### config.mk
export PLATFORM = sky130hd
export DESIGN_NAME = dsid_decoder
export DESIGN_NICKNAME = d
export VERILOG_FILES = /design/src/rtl/dsid_pkg.sv /design/src/rtl/dsid_decoder.sv
export VERILOG_INCLUDE_DIRS = /design/src /design/src/rtl
export SDC_FILE = /design/constraint.sdc
export NUM_CORES = 1
export LEC_CHECK = 0
export BUFFER_PORTS_ARGS = -buffer_cell sky130_fd_sc_hd__buf_4
export CORE_ASPECT_RATIO = 1.2
export CORE_MARGIN = 2
export CORE_UTILIZATION = 40
export DETAILED_ROUTE_END_ITERATION = 6
export PLACE_DENSITY = 0.65
export SLEW_MARGIN = 20
export SYNTH_ARGS = -nofsm -noshare
export SYNTH_HDL_FRONTEND = slang
export SYNTH_SLANG_ARGS = --single-unit
### constraint.sdc
create_clock -name sys_clk_i -period 4.9 [get_ports sys_clk_i]
set_clock_uncertainty 0.15 [all_clocks]
set_input_delay 0.735 -clock sys_clk_i [delete_from_list [all_inputs] [get_ports sys_clk_i]]
set_output_delay 0.735 -clock sys_clk_i [all_outputs]
set_load 0.01 [all_outputs]
### src/rtl/dsid_defs.svh
// Constants of the instruction decode and timing front end
//
// Function
// - Accept 24-bit program memory instruction words
// - Eight-bit opcode selects type, rest are operands
// - Exactly three opcodes span two words
// - Second word upper eight bits are zero
// - Lone second word executes as no-operation
// - Taken test or PC change adds NOP cycle
// - Branches, indirect, table, returns take extra cycles
// - Taken skip costs two or three cycles
// - Double moves and two-word instructions take two
// - Register form decodes base, source, destination
// - File form decodes address and destination select
// - Bit select from literal or base register
// - Literal arithmetic: base, literal, optional destination
// - Multiply class decodes accumulator, sources, prefetches, writeback
// - Writeback is pointer or its location plus two
// - Accumulator ops decode operand and shift amount
// - Bit select field is four bits, 0..15
// - File address covers zero to 0x1FFF
// - Ten-bit literal limited to 255 in byte mode
// - Program address literal LSB always zero
// - Ten-bit signed literal is two's complement
// - Width suffix byte, word, double; word default
// - Core keeps MCU and accumulator status flags
`ifndef DSID_DEFS_SVH
`define DSID_DEFS_SVH

// Opcode constants
`define DSID_OPC_NOP 8'h00
`define DSID_OPC_LGOTO 8'hE0
`define DSID_OPC_LCALL 8'hE1
`define DSID_OPC_LDO 8'hE2
// Register file offsets of the plain register port
`define DSID_REG_FLAGS 4'h0
`define DSID_REG_CTRL 4'h1
`define DSID_REG_ERR 4'h2
// Reset values
`define DSID_CTRL_RST 1'b1
`define DSID_FLAGS_RST 9'h000
// Literal limits and fixed registers
`define DSID_LIT_BYTE_MAX 10'h0FF
`define DSID_WBACK_PTR 4'hD
`define DSID_W4 4'h4
// Cycle counts
`define DSID_CYC_ONE 2'h1
`define DSID_CYC_TWO 2'h2
`define DSID_CYC_THREE 2'h3
// Flag update masks, accumulator flags high, core flags low
`define DSID_MASK_MCU 9'h01F
`define DSID_MASK_DSP 9'h1E0

`endif

### src/rtl/dsid_pkg.sv
// Types of the instruction decode and timing front end
package dsid_pkg;

    // Sequencer states
    typedef enum logic [1:0] {
        ST_RUN = 2'b00,
        ST_SECOND = 2'b01,
        ST_STALL = 2'b10
    } dsid_state_t;

    // Instruction class, carried in opcode bits 7:4
    typedef enum logic [3:0] {
        CL_NOP = 4'b0000,
        CL_REG = 4'b0001,
        CL_FILE = 4'b0010,
        CL_BIT = 4'b0011,
        CL_LIT = 4'b0100,
        CL_MULACC = 4'b0101,
        CL_ACC = 4'b0110,
        CL_BRANCH = 4'b0111,
        CL_BRC = 4'b1000,
        CL_SKIP = 4'b1001,
        CL_IND = 4'b1010,
        CL_TBL = 4'b1011,
        CL_RET = 4'b1100,
        CL_DMOV = 4'b1101,
        CL_LONG = 4'b1110,
        CL_RSV = 4'b1111
    } dsid_class_t;

    // Operation width
    typedef enum logic [1:0] {
        WD_WORD = 2'b00,
        WD_BYTE = 2'b01,
        WD_DOUBLE = 2'b10
    } dsid_width_t;

    // Accumulator writeback destination
    typedef enum logic [1:0] {
        WBD_NONE = 2'b00,
        WBD_DIRECT = 2'b01,
        WBD_POSTINC = 2'b10
    } dsid_wbdest_t;

    // Decoded instruction
    typedef struct packed {
        dsid_class_t cls;
        logic [7:0] opcode;
        dsid_width_t width;
        logic [3:0] base;
        logic [3:0] src;
        logic [2:0] smode;
        logic [3:0] dst;
        logic [2:0] dmode;
        logic [12:0] faddr;
        logic to_wzero;
        logic [3:0] bitsel;
        logic bit_ind;
        logic [15:0] lit;
        logic lit_err;
        logic acc_b;
        logic [3:0] mula;
        logic [3:0] mulb;
        logic [3:0] xpf;
        logic [3:0] ypf;
        logic [1:0] xd;
        logic [1:0] yd;
        dsid_wbdest_t wbdest;
        logic [3:0] shreg;
        logic shby_reg;
        logic [22:0] paddr;
        logic addr_err;
    } dsid_dec_t;

    // Whole state of the decoder
    typedef struct packed {
        dsid_state_t st;
        logic [1:0] cnt;
        logic [23:0] first;
        logic en;
        logic [8:0] flags;
        logic [8:0] umask;
        logic [2:0] err;
        logic [15:0] rdata;
        logic valid;
        logic nop;
        logic [1:0] cycles;
        dsid_dec_t dec;
    } dsid_regs_t;

endpackage

### src/rtl/dsid_decoder.sv
// Instruction decode and cycle timing front end with status flags
//
// Implementation choices: the strobed register port and the register addresses.
`timescale 1ns/1ps
`default_nettype none
`include "dsid_defs.svh"

module dsid_decoder (
    // Clock and reset
    input wire logic sys_clk_i,
    input wire logic sys_rst_i,
    // Fetch side
    input wire logic fetch_valid_i,
    input wire logic [23:0] fetch_word_i,
    input wire logic [23:0] fetch_next_i,
    output logic fetch_ready_o,
    // Datapath condition and result flags
    input wire logic cond_true_i,
    input wire logic res_valid_i,
    input wire logic [8:0] res_flags_i,
    // Register port
    input wire logic [3:0] reg_addr_i,
    input wire logic [15:0] reg_wdata_i,
    input wire logic reg_wr_i,
    input wire logic reg_rd_i,
    output logic [15:0] reg_rdata_o,
    // Decoded instruction
    output logic dec_valid_o,
    output logic dec_nop_o,
    output logic [1:0] dec_cycles_o,
    output logic [3:0] dec_class_o,
    output logic [7:0] dec_opcode_o,
    output logic [1:0] dec_width_o,
    output logic [3:0] base_reg_operand_o,
    output logic [3:0] source_reg_operand_o,
    output logic [2:0] src_mode_o,
    output logic [3:0] dest_reg_operand_o,
    output logic [2:0] dst_mode_o,
    output logic [12:0] file_addr_o,
    output logic to_working_reg_zero_o,
    output logic [3:0] bit_select_field_o,
    output logic bit_indirect_o,
    output logic [15:0] literal_o,
    output logic acc_b_sel_o,
    output logic [3:0] mul_src_a_o,
    output logic [3:0] mul_src_b_o,
    output logic [3:0] x_prefetch_o,
    output logic [3:0] y_prefetch_o,
    output logic [1:0] x_dest_o,
    output logic [1:0] y_dest_o,
    output logic [1:0] acc_writeback_dest_o,
    output logic [3:0] shift_count_reg_o,
    output logic shift_by_reg_o,
    output logic [22:0] program_address_literal_o,
    // Status
    output logic [8:0] status_flags_o,
    output logic [2:0] error_o
);

    // Registered state and its next value
    dsid_pkg::dsid_regs_t r_q;
    dsid_pkg::dsid_regs_t r_d;
    // Fetch word accepted this cycle
    logic take;

    // One of the three two-word opcodes
    function automatic logic is_two_word(input logic [7:0] opc);
        is_two_word = (opc == `DSID_OPC_LGOTO) || (opc == `DSID_OPC_LCALL)
            || (opc == `DSID_OPC_LDO);
    endfunction

    // Cycle count of a single-word instruction
    function automatic logic [1:0] cycles_of(input dsid_pkg::dsid_class_t c,
        input logic cond, input logic [7:0] next_opc);
        case (c)
            dsid_pkg::CL_BRANCH, dsid_pkg::CL_IND, dsid_pkg::CL_TBL, dsid_pkg::CL_DMOV:
                cycles_of = `DSID_CYC_TWO;
            dsid_pkg::CL_RET: cycles_of = `DSID_CYC_THREE;
            dsid_pkg::CL_BRC: cycles_of = cond ? `DSID_CYC_TWO : `DSID_CYC_ONE;
            // Skipped instruction length sets the cost
            dsid_pkg::CL_SKIP: cycles_of = !cond ? `DSID_CYC_ONE
                : (is_two_word(next_opc) ? `DSID_CYC_THREE : `DSID_CYC_TWO);
            default: cycles_of = `DSID_CYC_ONE;
        endcase
    endfunction

    // Operand field split of one instruction; w2 is the second word
    function automatic dsid_pkg::dsid_dec_t decode(input logic [23:0] w, input logic [23:0] w2);
        dsid_pkg::dsid_dec_t d;
        logic [7:0] opc;
        d = '0;
        opc = w[23:16];
        d.opcode = opc;
        d.cls = dsid_pkg::dsid_class_t'(opc[7:4]);
        // Width: byte variant bit, double moves, word by default
        d.width = dsid_pkg::WD_WORD;
        if (d.cls == dsid_pkg::CL_DMOV)
            d.width = dsid_pkg::WD_DOUBLE;
        else if (opc[3] && (d.cls inside {dsid_pkg::CL_REG, dsid_pkg::CL_FILE, dsid_pkg::CL_LIT}))
            d.width = dsid_pkg::WD_BYTE;
        case (d.cls)
            // Base, moded source, moded destination
            dsid_pkg::CL_REG, dsid_pkg::CL_DMOV:
            begin
                d.smode = opc[2:0];
                d.base = w[15:12];
                d.src = w[11:8];
                d.dmode = w[7:5];
                d.dst = w[3:0];
            end
            // File address and destination select
            dsid_pkg::CL_FILE:
            begin
                d.faddr = w[12:0];
                d.to_wzero = w[13];
            end
            // Bit number from literal or base register
            dsid_pkg::CL_BIT:
            begin
                d.base = w[15:12];
                d.bit_ind = w[7];
                d.bitsel = w[7] ? 4'h0 : w[11:8];
                d.smode = w[6:4];
                d.src = w[3:0];
            end
            // Literal arithmetic, short form names its own destination
            dsid_pkg::CL_LIT:
            begin
                if (opc[2])
                begin
                    d.base = w[15:12];
                    d.dmode = w[11:9];
                    d.lit = {11'h000, w[8:4]};
                    d.dst = w[3:0];
                end
                else
                begin
                    d.base = w[3:0];
                    d.dst = w[3:0];
                    // Signed variant sign-extends, else zero-extends
                    d.lit = opc[1] ? {{6{w[13]}}, w[13:4]} : {6'h00, w[13:4]};
                    d.lit_err = !opc[1] && opc[3] && (w[13:4] > `DSID_LIT_BYTE_MAX);
                end
            end
            // Multiply class operand set
            dsid_pkg::CL_MULACC:
            begin
                d.acc_b = w[15];
                case (w[14:12])
                    3'h0: {d.mula, d.mulb} = {4'h4, 4'h5};
                    3'h1: {d.mula, d.mulb} = {4'h4, 4'h6};
                    3'h2: {d.mula, d.mulb} = {4'h4, 4'h7};
                    3'h3: {d.mula, d.mulb} = {4'h5, 4'h6};
                    3'h4: {d.mula, d.mulb} = {4'h5, 4'h7};
                    3'h5: {d.mula, d.mulb} = {4'h6, 4'h7};
                    3'h6: {d.mula, d.mulb} = {4'h4, 4'h4};
                    default: {d.mula, d.mulb} = {4'h5, 4'h5};
                endcase
                d.xd = w[11:10];
                d.yd = w[9:8];
                d.xpf = w[7:4];
                d.ypf = w[3:0];
                // Writeback through the fixed pointer register
                d.wbdest = dsid_pkg::dsid_wbdest_t'(opc[1:0]);
                d.base = (opc[1:0] == 2'b00) ? 4'h0 : `DSID_WBACK_PTR;
            end
            // Accumulator op without multiply
            dsid_pkg::CL_ACC:
            begin
                d.acc_b = w[15];
                d.shby_reg = w[14];
                d.shreg = w[14] ? w[13:10] : 4'h0;
                d.lit = w[14] ? 16'h0000 : {{10{w[13]}}, w[13:8]};
                d.smode = w[6:4];
                d.src = w[3:0];
            end
            // Two-word program address, low bit forced clear
            dsid_pkg::CL_LONG:
            begin
                d.paddr = {w2[6:0], w[15:1], 1'b0};
                d.addr_err = w[0];
            end
            default:
            begin
                d.src = w[3:0];
            end
        endcase
        // Reserved two-word-class codes and reserved-class codes do nothing
        if ((d.cls == dsid_pkg::CL_LONG && !is_two_word(opc)) || d.cls == dsid_pkg::CL_RSV)
            d = '0;
        decode = d;
    endfunction

    // Flag update mask by class
    function automatic logic [8:0] mask_of(input dsid_pkg::dsid_class_t c);
        case (c)
            dsid_pkg::CL_REG, dsid_pkg::CL_FILE, dsid_pkg::CL_LIT: mask_of = `DSID_MASK_MCU;
            dsid_pkg::CL_MULACC, dsid_pkg::CL_ACC: mask_of = `DSID_MASK_DSP;
            default: mask_of = 9'h000;
        endcase
    endfunction

    // Word accepted while not stalling
    assign take = fetch_valid_i && r_q.en && (r_q.st != dsid_pkg::ST_STALL);

    // Next-state logic
    always_comb
    begin
        r_d = r_q;
        r_d.valid = 1'b0;
        r_d.nop = 1'b0;
        r_d.rdata = 16'h0000;
        // Register reads answer next cycle, unmapped reads zero
        if (reg_rd_i)
        begin
            if (reg_addr_i == `DSID_REG_FLAGS)
                r_d.rdata = {7'h00, r_q.flags};
            else if (reg_addr_i == `DSID_REG_CTRL)
                r_d.rdata = {15'h0000, r_q.en};
            else if (reg_addr_i == `DSID_REG_ERR)
                r_d.rdata = {11'h000, r_q.cycles, r_q.err};
        end
        // Register writes; error bits clear on one
        if (reg_wr_i)
        begin
            if (reg_addr_i == `DSID_REG_FLAGS)
                r_d.flags = reg_wdata_i[8:0];
            else if (reg_addr_i == `DSID_REG_CTRL)
                r_d.en = reg_wdata_i[0];
            else if (reg_addr_i == `DSID_REG_ERR)
                r_d.err = r_q.err & ~reg_wdata_i[2:0];
        end
        // Datapath results update flags of the issuing class
        if (res_valid_i)
            r_d.flags = (r_d.flags & ~r_q.umask) | (res_flags_i & r_q.umask);
        case (r_q.st)
            // Decode a fresh word
            dsid_pkg::ST_RUN:
            begin
                if (take && is_two_word(fetch_word_i[23:16]))
                begin
                    r_d.first = fetch_word_i;
                    r_d.st = dsid_pkg::ST_SECOND;
                end
                else if (take)
                begin
                    r_d.dec = decode(fetch_word_i, 24'h000000);
                    r_d.valid = 1'b1;
                    r_d.cycles = cycles_of(r_d.dec.cls, cond_true_i, fetch_next_i[23:16]);
                    r_d.umask = mask_of(r_d.dec.cls);
                    r_d.err[0] = r_d.err[0] | r_d.dec.lit_err;
                    if (r_d.cycles != `DSID_CYC_ONE)
                    begin
                        r_d.cnt = r_d.cycles - 2'h1;
                        r_d.st = dsid_pkg::ST_STALL;
                    end
                end
            end
            // Join the second word and issue
            dsid_pkg::ST_SECOND:
            begin
                if (take)
                begin
                    r_d.dec = decode(r_q.first, fetch_word_i);
                    r_d.valid = 1'b1;
                    r_d.cycles = `DSID_CYC_TWO;
                    r_d.umask = 9'h000;
                    r_d.err[1] = r_d.err[1] | r_d.dec.addr_err;
                    r_d.err[2] = r_d.err[2] | (fetch_word_i[23:16] != 8'h00);
                    r_d.st = dsid_pkg::ST_RUN;
                end
            end
            // Inserted no-operation cycles
            dsid_pkg::ST_STALL:
            begin
                r_d.nop = 1'b1;
                r_d.cnt = r_q.cnt - 2'h1;
                if (r_q.cnt == 2'h1)
                    r_d.st = dsid_pkg::ST_RUN;
            end
            default:
            begin
                r_d.st = dsid_pkg::ST_RUN;
            end
        endcase
    end

    // State register
    always_ff @(posedge sys_clk_i or posedge sys_rst_i)
    begin
        if (sys_rst_i)
        begin
            r_q <= '0;
            r_q.en <= `DSID_CTRL_RST;
            r_q.flags <= `DSID_FLAGS_RST;
            r_q.cycles <= `DSID_CYC_ONE;
        end
        else
        begin
            r_q <= r_d;
        end
    end

    // Outputs straight from the state register
    assign fetch_ready_o = r_q.en && (r_q.st != dsid_pkg::ST_STALL);
    assign reg_rdata_o = r_q.rdata;
    assign dec_valid_o = r_q.valid;
    assign dec_nop_o = r_q.nop;
    assign dec_cycles_o = r_q.cycles;
    assign dec_class_o = r_q.dec.cls;
    assign dec_opcode_o = r_q.dec.opcode;
    assign dec_width_o = r_q.dec.width;
    assign base_reg_operand_o = r_q.dec.base;
    assign source_reg_operand_o = r_q.dec.src;
    assign src_mode_o = r_q.dec.smode;
    assign dest_reg_operand_o = r_q.dec.dst;
    assign dst_mode_o = r_q.dec.dmode;
    assign file_addr_o = r_q.dec.faddr;
    assign to_working_reg_zero_o = r_q.dec.to_wzero;
    assign bit_select_field_o = r_q.dec.bitsel;
    assign bit_indirect_o = r_q.dec.bit_ind;
    assign literal_o = r_q.dec.lit;
    assign acc_b_sel_o = r_q.dec.acc_b;
    assign mul_src_a_o = r_q.dec.mula;
    assign mul_src_b_o = r_q.dec.mulb;
    assign x_prefetch_o = r_q.dec.xpf;
    assign y_prefetch_o = r_q.dec.ypf;
    assign x_dest_o = r_q.dec.xd;
    assign y_dest_o = r_q.dec.yd;
    assign acc_writeback_dest_o = r_q.dec.wbdest;
    assign shift_count_reg_o = r_q.dec.shreg;
    assign shift_by_reg_o = r_q.dec.shby_reg;
    assign program_address_literal_o = r_q.dec.paddr;
    assign status_flags_o = r_q.flags;
    assign error_o = r_q.err;
endmodule
`default_nettype wire

==> results of run 1 <==
[state kept, by name, indices dropped and copies added, names as in the netlist, 9 cells and up]
signal / count
r_q: 31
program_address_literal_o: 22
literal_o: 11
status_flags_o: 9
file_addr_o: 13
reg_rdata_o: 9
[cell type report]
type	instances	area, µm²	area share (%)
tap	279	349.1	3.360
inverter	12	48.80	0.4697
timing repair buffer	217	1662	15.99
clock inverter	13	103.9	0.9995
multi-input combinational	595	3752	36.12
sequential	161	4031	38.80
clock buffer	19	442.9	4.263
[worst max-delay path, cell delays in order]
cell and delay [ns]:
buf_4 0.19, nand2b_1 0.29, or3_1 0.55, o21ai_4 0.19
buf_4 0.61, buf_4 0.55, a221oi_1 0.19, nor2_1 0.13
[cells in the final DEF (no fill, tap or decap), types with 4 or more instances in the layout]
cell type   synthesis  layout
nand2_1            75      75
nor3_1             22      19
a32oi_1            17      17
o21ai_0            45      45
nor2b_1             9       9
nand2b_1           14      14
a31oi_1            15      15
mux2_2             20      20
clkinvlp_4          0       4
a22o_1             28      28
o221ai_1            9       9
a221o_1             6       6
clkbuf_16           0      17
conb_1              1      10
a211o_1             8       8
a22oi_1            18      18
nand3_1             5       5
nor2_1            126     126
a221oi_1           44      44
and2_1             14      14
or3_1               4       4
mux2i_1            16      16
dfrtp_1           159     159
nor3_2              1       4
inv_1              11      10
buf_4             153     215
a21o_1              4       4
o21a_1             12      12
a21oi_1            14      14
and3_1              9       9
[layer usage]
metal / GRT usage [%] / wire length [µm] / share of wire, %
met1: 33.04 / 12420 / 43
met2: 37.35 / 13220 / 46
met4: 8.825 / 898 / 3.1
met3: 4.192 / 2417 / 8.3
met5: 0 / 0 / 0
[kinds of logic after synthesis]
group	count (synthesis)
compound gates	240
xor+xnor	5
fa+ha+maj	2
buf+inv	234
flops	161
mux	36
other cells	1
simple gates	302
[how the worst max path moves through the flow]
stage	startpoint	to	slack (ns)
2_1_floorplan	sys_rst_i	acc_b_sel_o	1.97
3_3_place_gp	fetch_word_i[20]	dest_reg_operand_o[3]	1.23
3_5_place_dp	fetch_word_i[20]	dest_reg_operand_o[3]	1.25
4_1_cts	fetch_word_i[20]	dest_reg_operand_o[3]	1.71
5_1_grt	fetch_word_i[20]	dest_reg_operand_o[3]	1.50
6_report	fetch_word_i[20]	dest_reg_operand_o[3]	1.61
[through the flow]
step                instances  power, mW
floorplan                 990      3.276
global placement         1263      3.624
detailed placement       1263      3.648
CTS                      1295      4.925
global route             1296      5.175
finish                   1296      4.888
[report_power, final]
part / switching [mW] / leakage (nW) / total (mW) / internal [mW]
Sequential: 0.290 / 2.05 / 2.00 / 1.71
Combinational: 0.826 / 2.43 / 1.62 / 0.797
Clock: 0.597 / 0.264 / 1.27 / 0.672
Total: 1.71 / 4.75 / 4.89 / 3.18
==> summary.md, run 1 <==
| Metric | Value |
|---|---|
| Run status | `finished clean` |
| Multiplexer share of the synthesized area | `4.190%` |
| Reg-to-reg critical path endpoint | `acc_b_sel_o` |
| N_diodes | `0` |
| Top_reg_cell synth | `dfrtp_1` |
| Setup tns final | `0 ns` |
| Largest family of logic cells by synthesized area | `compound AO/OA/AOI/OAI gates` |
| Post-Synth XOR/XNOR Area | `0.4761%` |
| DP Wirelength | `20430 µm` |
| Cells after Synth | `981` |
| H-tree levels | `4` |
| Iter 0 DRT Violations | `783` |
| Flop2flop setup slack | `1.74 ns` |
| Syn. warnings | `0` |
| Initial antenna violation count | `0` |
| WP data required | `5.11 ns` |
| WP data arrival | `3.50 ns` |
| Synth Area in Adders | `0.2721%` |
| Slew Limit Fails | `0` |
| Initial Util | `40.84%` |
| Biggest area consumer among synthesized cells | `dfrtp_1` |
| TritonCTS clock tree | `yes` |
| RD Place Congestion | `0.9666` |
| CP Max Fanout | `69` |
| Power per cell area | `470.5 nW/µm²` |
| Hold Path Class | `in2async` |
| Vias in the first global route | `7201` |
| Die Area | `24230 µm²` |
| Synth Area in Compound Gates | `19.64%` |
| Final ANT Viol Nets | `0` |
| Synth cell types | `61` |
| Pre-CTS WS | `1.253 ns` |
| Max Root-Sink Buffers | `2` |
| Final setup viols | `0` |
| Hold Buf Count CTS | `0` |
| WS Path Type | `in2reg` |
| CTS root buf | `clkbuf_16` |
| Layout cell share with drive strength beyond 1 | `28.02%` |
| R2r worst-path depth | `6` |
| Fill cell count | `2202` |
| Setup crit start kind | `input pin` |
| Worst setup margin | `1.607 ns` |
| Post-CTS sizing | `0` |
| Leakage dissipation | `4.748 nW` |
| Unrepaired setup endpoints after global routing | `false` |
| Utilization after layout | `46.13%` |
| Most numerous cell in the Yosys netlist | `dfrtp_1` |
| Tcrit/Tclk final | `67.21%` |
| Fraction of registers with async set/reset | `100.0%` |
| Port bufs | `201` |
| Gr ovfl total | `0` |
| Mapped cell area | `9198 µm²` |
| Max_cap viols | `0` |
| Hold_ws | `0.2234 ns` |
| VDD IR max | `265.0 µV` |
| Via Count | `7567` |
| Initial DRT Pass Iterations | `6` |
| Largest net degree at the start of global routing | `77` |
| Post-route cell area | `10390 µm²` |
| Drt wl/cell | `22.34 µm` |
| Commonest cells post-synth | `dfrtp_1, buf_4, nor2_1, nand2_1, o21ai_0` |
| Post-synthesis sequential area ratio | `43.83%` |
| Area Growth Syn to Fin | `12.96%` |
| Reg2reg start | `r_q[180]` |
| EDFF count, synth | `0` |
| Yosys top cell area share | `43.26%` |
| Worst-Skew Late Latency | `0.43 ns` |
| Tmin final | `3.293 ns` |
| Mapped Avg Cell Area | `9.376 µm²` |
| Setup bufs post-CTS | `0` |
| Vias per std cell | `5.839` |
| Die Ht | `170.1 µm` |
| CTS clock-pin slew for the worst setup and hold paths | `0.07 ns` |
| FP Rows | `60` |
| Slew HR | `30.62%` |
| GRT Total Usage | `23.80%` |
| Num CTS Buffers | `17` |
| Placed Area | `9811 µm²` |
| CTS sink cnt | `161` |
| Highest Clock Rate | `0.3036 GHz` |
| Register bit total from synthesis | `161` |
| Core outline area | `22520 µm²` |
| # DRC | `0` |
| Top cells by area, synth | `dfrtp_1, buf_4, nor2_1, a221oi_1, nand2_1` |
| Global-route wire length before repair | `43410 µm` |
| Routed WL | `28960 µm` |
| Fin. Hold Viols | `0` |
| CP endpoint kind | `flip-flop` |
| # IOs | `235` |
| Synth Area in Simple Gates | `15.41%` |
| Die Width | `142.4 µm` |
| Final Net Count | `1090` |
| Worst-margin pin slew | `1.033 ns` |
No activity file was read; power rests on OpenSTA's default activity.
==> run 2: changes to the inputs <==
PLACE_DENSITY = default   (was 0.65)
clock period = 3.4 ns   (was 4.9 ns; I/O delays follow)
==> run 2 against run 1 <==
  * Wire length is essentially flat
  * Global-route usage grew 0.094 points
  * Flip-flop and latch count unchanged
  * Sequential share of layout area down 0.68 points
  * Hold slack worse by 0.14 ns
  * Worst setup slack worse by 0.88 ns
  * Utilization grew 0.82 points
==> summary.md, run 2 (synthesized netlist as in run 1, its figures left out) <==
| Metric | Value |
|---|---|
| Run status | `finished clean` |
| Setup tns final | `0 ns (unchanged)` |
| H-tree levels | `4 (unchanged)` |
| Final setup viols | `0 (unchanged)` |
| Fin cells | `1310 (+1.1%)` |
| Tcrit/Tclk final | `78.72%` |
| CTS clock-pin slew for the worst setup and hold paths | `0.08 ns (about the same)` |
| Hold_ws | `0.08739 ns (-0.1360 ns)` |
| Num CTS Buffers | `17 (unchanged)` |
| Unrepaired setup endpoints after global routing | `false` |
| Hold Buf Count CTS | `0 (unchanged)` |
| DP Wirelength | `20520 µm (+0.46%)` |
| N_diodes | `0 (unchanged)` |
| Area Growth Syn to Fin | `14.98%` |
| CTS sink cnt | `161 (unchanged)` |
| FP Rows | `60 (unchanged)` |
| Die Width | `142.4 µm (unchanged)` |
| Highest Clock Rate | `0.3736 GHz` |
| Fin. Hold Viols | `0 (unchanged)` |
| Drt wl/cell | `22.12 µm (-1.0%)` |
| Initial Util | `40.84% (unchanged)` |
| Layout cell share with drive strength beyond 1 | `29.00% (+0.98 points)` |
| Max_cap viols | `0 (unchanged)` |
| CTS root buf | `clkbuf_16` |
| Largest net degree at the start of global routing | `76 (-1.3%)` |
| Leakage dissipation | `4.858 nW (+2.3%)` |
| Most common cell after layout, fill and taps aside | `buf_4` |
| Tmin final | `2.676 ns` |
| Via Count | `7483 (-1.1%)` |
| Gr ovfl total | `0 (unchanged)` |
| Final ANT Viol Nets | `0 (unchanged)` |
| TritonCTS clock tree | `yes` |
| Slowest cell on crit path | `dfrtp_1` |
| Power per cell area | `683.7 nW/µm² (+45%)` |
| Iter 0 DRT Violations | `692 (-12%)` |
| Utilization after layout | `46.96% (+0.82 points)` |
| Routed WL | `28980 µm (about the same)` |
| Initial antenna violation count | `0 (unchanged)` |
| Max stage delay on crit path | `0.75 ns (+0.14 ns)` |
| Die Ht | `170.1 µm (unchanged)` |
| CP Cell Sequence | `nand3_1 > o21ai_1 > buf_4 > nor2_1 > a311oi_1 > o21ai_0` |
| VDD IR max | `394.5 µV (+49%)` |
| Setup bufs post-CTS | `0 (unchanged)` |
| Vias in the first global route | `7132 (-0.96%)` |
| Slew HR | `42.16% (+12 points)` |
| CP endpoint kind | `flip-flop` |
| Reg with most FFs | `r_q` |
| Vias per std cell | `5.712 (-2.2%)` |
| RD Place Congestion | `0.9590 (-0.79%)` |
| Post-route cell area | `10580 µm² (+1.8%)` |
| Slew Limit Fails | `0 (unchanged)` |
| Initial DRT Pass Iterations | `5 (-1)` |
| Number of flip-flops in the largest register | `31 (unchanged)` |
| DP Cell Count | `1278 (+1.2%)` |
| GRT Total Usage | `23.89% (+0.094 points)` |
| Setup crit start kind | `flip-flop` |
| Total power | `7.231 mW (+48%)` |
| Die Area | `24230 µm² (unchanged)` |
| Final Net Count | `1104 (+1.3%)` |
| WP buf/inv | `1 (-2)` |
| Port bufs | `201 (unchanged)` |
| Max Root-Sink Buffers | `2 (unchanged)` |
| Worst-Skew Late Latency | `0.43 ns (about the same)` |
| Worst-margin pin slew | `0.8658 ns (-0.1670 ns)` |
| WP data required | `3.55 ns (-1.56 ns)` |
| # DRC | `0 (unchanged)` |
| Commonest non-fill, non-tap cells in the layout | `buf_4, dfrtp_1, nor2_1` |
| Pre-CTS WS | `0.4501 ns (-0.8031 ns)` |
| Core outline area | `22520 µm² (unchanged)` |
| Flop2flop setup slack | `0.72 ns (-1.02 ns)` |
| Global-route wire length before repair | `43750 µm (+0.79%)` |
| Delay-heaviest family, CP | `compound AO/OA/AOI/OAI gates` |
| WP data arrival | `2.82 ns (-0.68 ns)` |
| Post-CTS sizing | `0 (unchanged)` |
| Worst setup margin | `0.7236 ns (-0.8829 ns)` |
| Hold Path Class | `in2async` |
| Placed Area | `9956 µm² (+1.5%)` |
| WS Path Type | `reg2reg` |
| # IOs | `235 (unchanged)` |
| CP Max Fanout | `16 (-77%)` |
-- run 2: area by class of cell --
cell class	count	area (µm²)
sequential	161	4031
clock buffer	17	425.4
multi-input combinational	595	3739
timing repair buffer	231	1788
inverter	12	48.80
clock inverter	15	193.9
tap	279	349.1
fill	2191	11950
-- run 2: worst register-to-register path, cell delays in order (launching register included) --
cell,delay (ns)
dfrtp_1,0.75
nand3_1,0.22
o21ai_1,0.52
buf_4,0.31
nor2_1,0.09
a311oi_1,0.36
o21ai_0,0.14
-- run 2: worst paths after layout --
path	end	depth (start not counted)	startpoint
setup / recovery	literal_o[3]	6	r_q[185]
hold / removal	program_address_literal_o[16]	2	sys_rst_i
setup reg to reg	literal_o[3]	6	r_q[185]
hold reg to reg	shift_by_reg_o	2	shift_by_reg_o
max in group asynchronous	r_q[161]	3	sys_rst_i
min in group sys_clk_i	status_flags_o[6]	3	res_flags_i[6]
-- run 2: layer usage --
layer  GRT usage [%]  share of wire (%)  up-vias
li1                -                  -     3422
met1           33.87                 44     3616
met2           36.82                 45      386
met3           4.361                7.6       59
met4           8.265                3.0        0
met5               0                  0        -
-- run 2: power by group --
part / internal, mW / switching, mW / total [mW]
Combinational: 1.17 / 1.19 / 2.36
Sequential: 2.46 / 0.413 / 2.87
Clock: 1.06 / 0.938 / 2.00
Total: 4.69 / 2.54 / 7.23
==> run 3: changes to the inputs <==
ABC_AREA = 1   (was default)
clock period = 2.66 ns   (was 3.4 ns; I/O delays follow)
==> run 3 against run 2 <==
  * Area after synthesis increased by 4.2%
  * Hold slack improved by 0.0037 ns
  * Clock power increased by 41%
  * Clock-buffer cell count increased by 2
==> summary.md, run 3 <==
| Metric | Value |
|---|---|
| Slew HR | `61.54% (+19 points)` |
| Yosys top cell area share | `41.52% (-1.7 points)` |
| Final setup viols | `0 (unchanged)` |
| Syn. warnings | `0 (unchanged)` |
| Leakage dissipation | `5.645 nW (+16%)` |
| Tcrit/Tclk final | `81.18% (+2.5 points)` |
| N_diodes | `0 (unchanged)` |
| Hold Path Sink | `dec_opcode_o[1]` |
| Multiplexer share of the synthesized area | `0% (-4.2 points)` |
| Combinational Power Share | `33.3% (+0.7 points)` |
| Run status | `finished clean` |
| Fraction of registers with async set/reset | `100.0% (unchanged)` |
| WHS Path Cells | `3` |
| Synth cell types | `39 (-36%)` |
| CP Max Fanout | `11 (-5)` |
| Iter 0 DRT Violations | `619 (-11%)` |
| Largest family of logic cells by synthesized area | `simple AND/OR/NAND/NOR gates` |
| WP buf/inv | `4 (+3)` |
| Reg-to-reg critical path endpoint | `program_address_literal_o[18]` |
| Port bufs | `201 (unchanged)` |
| # DRC | `0 (unchanged)` |
| Total power | `9.889 mW (+37%)` |
| TritonCTS clock tree | `yes` |
| Fin cells | `1705 (+30%)` |
| Final ANT Viol Nets | `0 (unchanged)` |
| Number of flip-flops in the largest register | `31 (unchanged)` |
| Top_reg_cell synth | `dfrtp_1` |
| EDFF count, synth | `0 (unchanged)` |
| CTS clock-pin slew for the worst setup and hold paths | `0.07 ns (about the same)` |
| Sequential share of power | `38.3% (-1.4 points)` |
| Synth Area in Simple Gates | `28.69% (+13 points)` |
| GRT Total Usage | `24.76% (+0.87 points)` |
| Flop2flop setup slack | `0.50 ns (-0.22 ns)` |
| WP data arrival | `2.36 ns (-0.46 ns)` |
| # IOs | `235 (unchanged)` |
| Core outline area | `23740 µm² (+5.4%)` |
| Net Switching | `3.416 mW (+34%)` |
| Worst Hold Launch | `fetch_word_i[17]` |
| Most common cell after layout, fill and taps aside | `nand2_1` |
| Worst-margin pin slew | `0.5751 ns (-0.2907 ns)` |
| Slowest cell on crit path | `dfrtp_1` |
| Synth Area in Adders | `0.2611% (-0.011 points)` |
| WS Path Type | `reg2reg` |
| Post-CTS sizing | `0 (unchanged)` |
| RD Place Congestion | `0.9465 (-1.3%)` |
| Largest net degree at the start of global routing | `91 (+20%)` |
| H-tree levels | `4 (unchanged)` |
| Switching Share | `34.55% (-0.62 points)` |
| Routed WL | `30870 µm (+6.6%)` |
| Top cells by area, synth | `dfrtp_1, nand2_1, buf_4, nor2_1, nand3_1` |
| CP endpoint kind | `flip-flop` |
| R2r worst-path depth | `8 (+2)` |
| Via Count | `8700 (+16%)` |
| Slew Limit Fails | `0 (unchanged)` |
| Global-route wire length before repair | `48440 µm (+11%)` |
| Area Growth Syn to Fin | `16.14%` |
| VDD IR max | `410.3 µV (+4.0%)` |
| Commonest non-fill, non-tap cells in the layout | `nand2_1, buf_4, dfrtp_1` |
| CP Cell Sequence | `inv_1 > nand2_2 > inv_1 > buf_4 > nand2_2 > inv_2 > nand3_2 > o21ai_0` |
| Reg with most FFs | `r_q` |
| Initial Util | `40.37% (-0.47 points)` |
| Reg2reg start | `r_q[189]` |
| Layout cell share with drive strength beyond 1 | `21.08% (-7.9 points)` |
| Biggest area consumer among synthesized cells | `dfrtp_1` |
| Post-synthesis sequential area ratio | `42.07% (-1.8 points)` |
| DP Cell Count | `1672 (+31%)` |
| Final Net Count | `1458 (+32%)` |
| Fin. Hold Viols | `0 (unchanged)` |
| Gr ovfl total | `0 (unchanged)` |
| WP data required | `2.86 ns (-0.69 ns)` |
| Die Ht | `173.6 µm (+2.0%)` |
| Mapped Avg Cell Area | `7.321 µm² (-22%)` |
| Unrepaired setup endpoints after global routing | `false` |
| Synth Area in Compound Gates | `10.64% (-9.0 points)` |
| Pint | `6.472 mW (+38%)` |
| Delay-heaviest family, CP | `buffers and inverters` |
| Clock power share | `28.5% (+0.8 points)` |
| Max_cap viols | `0 (unchanged)` |
| Highest Clock Rate | `0.4631 GHz (+24%)` |
| Tmin final | `2.159 ns (-0.5170 ns)` |
| FP Rows | `62 (+3.3%)` |
| Worst-Skew Late Latency | `0.43 ns (about the same)` |
| CTS root buf | `clkbuf_16` |
| CTS sink cnt | `161 (unchanged)` |
| Setup crit start kind | `flip-flop` |
| DP Wirelength | `22940 µm (+12%)` |
| Hold Path Class | `in2reg` |
| Num CTS Buffers | `17 (unchanged)` |
| Drt wl/cell | `18.11 µm (-18%)` |
| Setup tns final | `0 ns (unchanged)` |
| Power per cell area | `888.5 nW/µm² (+30%)` |
| Max stage delay on crit path | `0.39 ns (-0.36 ns)` |
| Commonest cells post-synth | `nand2_1, buf_4, dfrtp_1, nor2_1, inv_1` |
| Setup bufs post-CTS | `0 (unchanged)` |
| Die Area | `25220 µm² (+4.1%)` |
| Cells after Synth | `1309 (+33%)` |
| Die Width | `145.3 µm (+2.0%)` |
| Mapped cell area | `9583 µm² (+4.2%)` |
| Max Root-Sink Buffers | `2 (unchanged)` |
| Vias in the first global route | `8441 (+18%)` |
| Most numerous cell in the Yosys netlist | `nand2_1` |
| Vias per std cell | `5.103 (-11%)` |
| Post-Synth XOR/XNOR Area | `0.09140% (-0.38 points)` |
| Initial antenna violation count | `1 (+1)` |
| Initial DRT Pass Iterations | `5 (unchanged)` |
| Register bit total from synthesis | `161 (unchanged)` |
-- run 3: cell count changes in the layout (fill, tap and decap cells not counted), moves of 20 or more --
| cell | previous run | this run |
|---|---|---|
| o21ai_0 | 45 | 73 |
| inv_1 | 10 | 92 |
| mux2_2 | 20 | 0 |
| a221oi_1 | 44 | 0 |
| nand3_1 | 5 | 74 |
| nand2_1 | 75 | 397 |
| a21oi_1 | 14 | 58 |
| a22o_1 | 28 | 0 |
-- run 3: cell type report --
cell class / instances / area [µm²]
clock buffers: 19 / 452.9
clock inverters: 13 / 220.2
well taps: 320 / 400.4
fillers: 2453 / 12610
multi-input cells: 862 / 3845
inverters: 101 / 382.9
flip-flops and latches: 161 / 4031
repair buffers: 229 / 1797
-- run 3: power groups by stage --
stage | Combinational, mW | Sequential, mW | Clock [mW]
finish | 3.29 | 3.79 | 2.81
global route | 3.63 | 3.89 | 2.99
CTS | 3.33 | 3.79 | 2.86
detailed placement | 3.30 | 3.83 | 0
global placement | 3.27 | 3.83 | 0
floorplan | 2.69 | 3.61 | 0
-- run 3: worst max path at each step --
| stage | startpoint | to | slack [ns] | depth (start not counted) |
|---|---|---|---|---|
| 5_1_grt | r_q[189] | x_prefetch_o[0] | 0.29 | 8 |
| 2_1_floorplan | sys_rst_i | acc_b_sel_o | 0.07 | 1 |
| 3_5_place_dp | fetch_word_i[22] | r_q[186] | 0.28 | 13 |
| 4_1_cts | r_q[161] | x_prefetch_o[0] | 0.48 | 7 |
| 6_report | r_q[189] | program_address_literal_o[18] | 0.50 | 8 |
| 3_3_place_gp | fetch_word_i[22] | r_q[186] | 0.32 | 13 |
-- run 3: timing repair --
action | CTS | global route
endpoints found under the setup margin | 0 | 0
hold endpoints to repair | 29 | 0
hold buffers | 1 | 0
-- run 3: layer usage --
metal / share of wire [%] / track usage, %
met1: 43 / 33.10
met2: 46 / 39.49
met3: 6.5 / 3.816
met4: 4.2 / 11.85
met5: 0 / 0
-- run 3: worst register-to-register path, stage by stage (launching register included) --
cell,delay [ns]
dfrtp_1,0.39
inv_1,0.13
nand2_2,0.22
inv_1,0.18
buf_4,0.22
nand2_2,0.14
inv_2,0.24
nand3_2,0.20
o21ai_0,0.23
-- run 3: cells by family after synthesis --
family | Yosys count
simple gates | 663
buf+inv | 295
compound gates | 186
flops | 161
fa+ha+maj | 2
xor+xnor | 1
other cells | 1
-- run 3: metrics by stage --
stage / hold WS, ns / area, µm² / utilization (%) / worst slack (ns)
floorplan: 0.2987 / 9620 / - / 0.06980
global placement: 0.3193 / 10450 / 44.01 / 0.3239
detailed placement: 0.3169 / 10450 / 44.01 / 0.2803
CTS: 0.08012 / 11130 / 46.88 / 0.4799
global route: 0.09259 / 11130 / 46.88 / 0.2882
finish: 0.09106 / 11130 / 46.88 / 0.5006
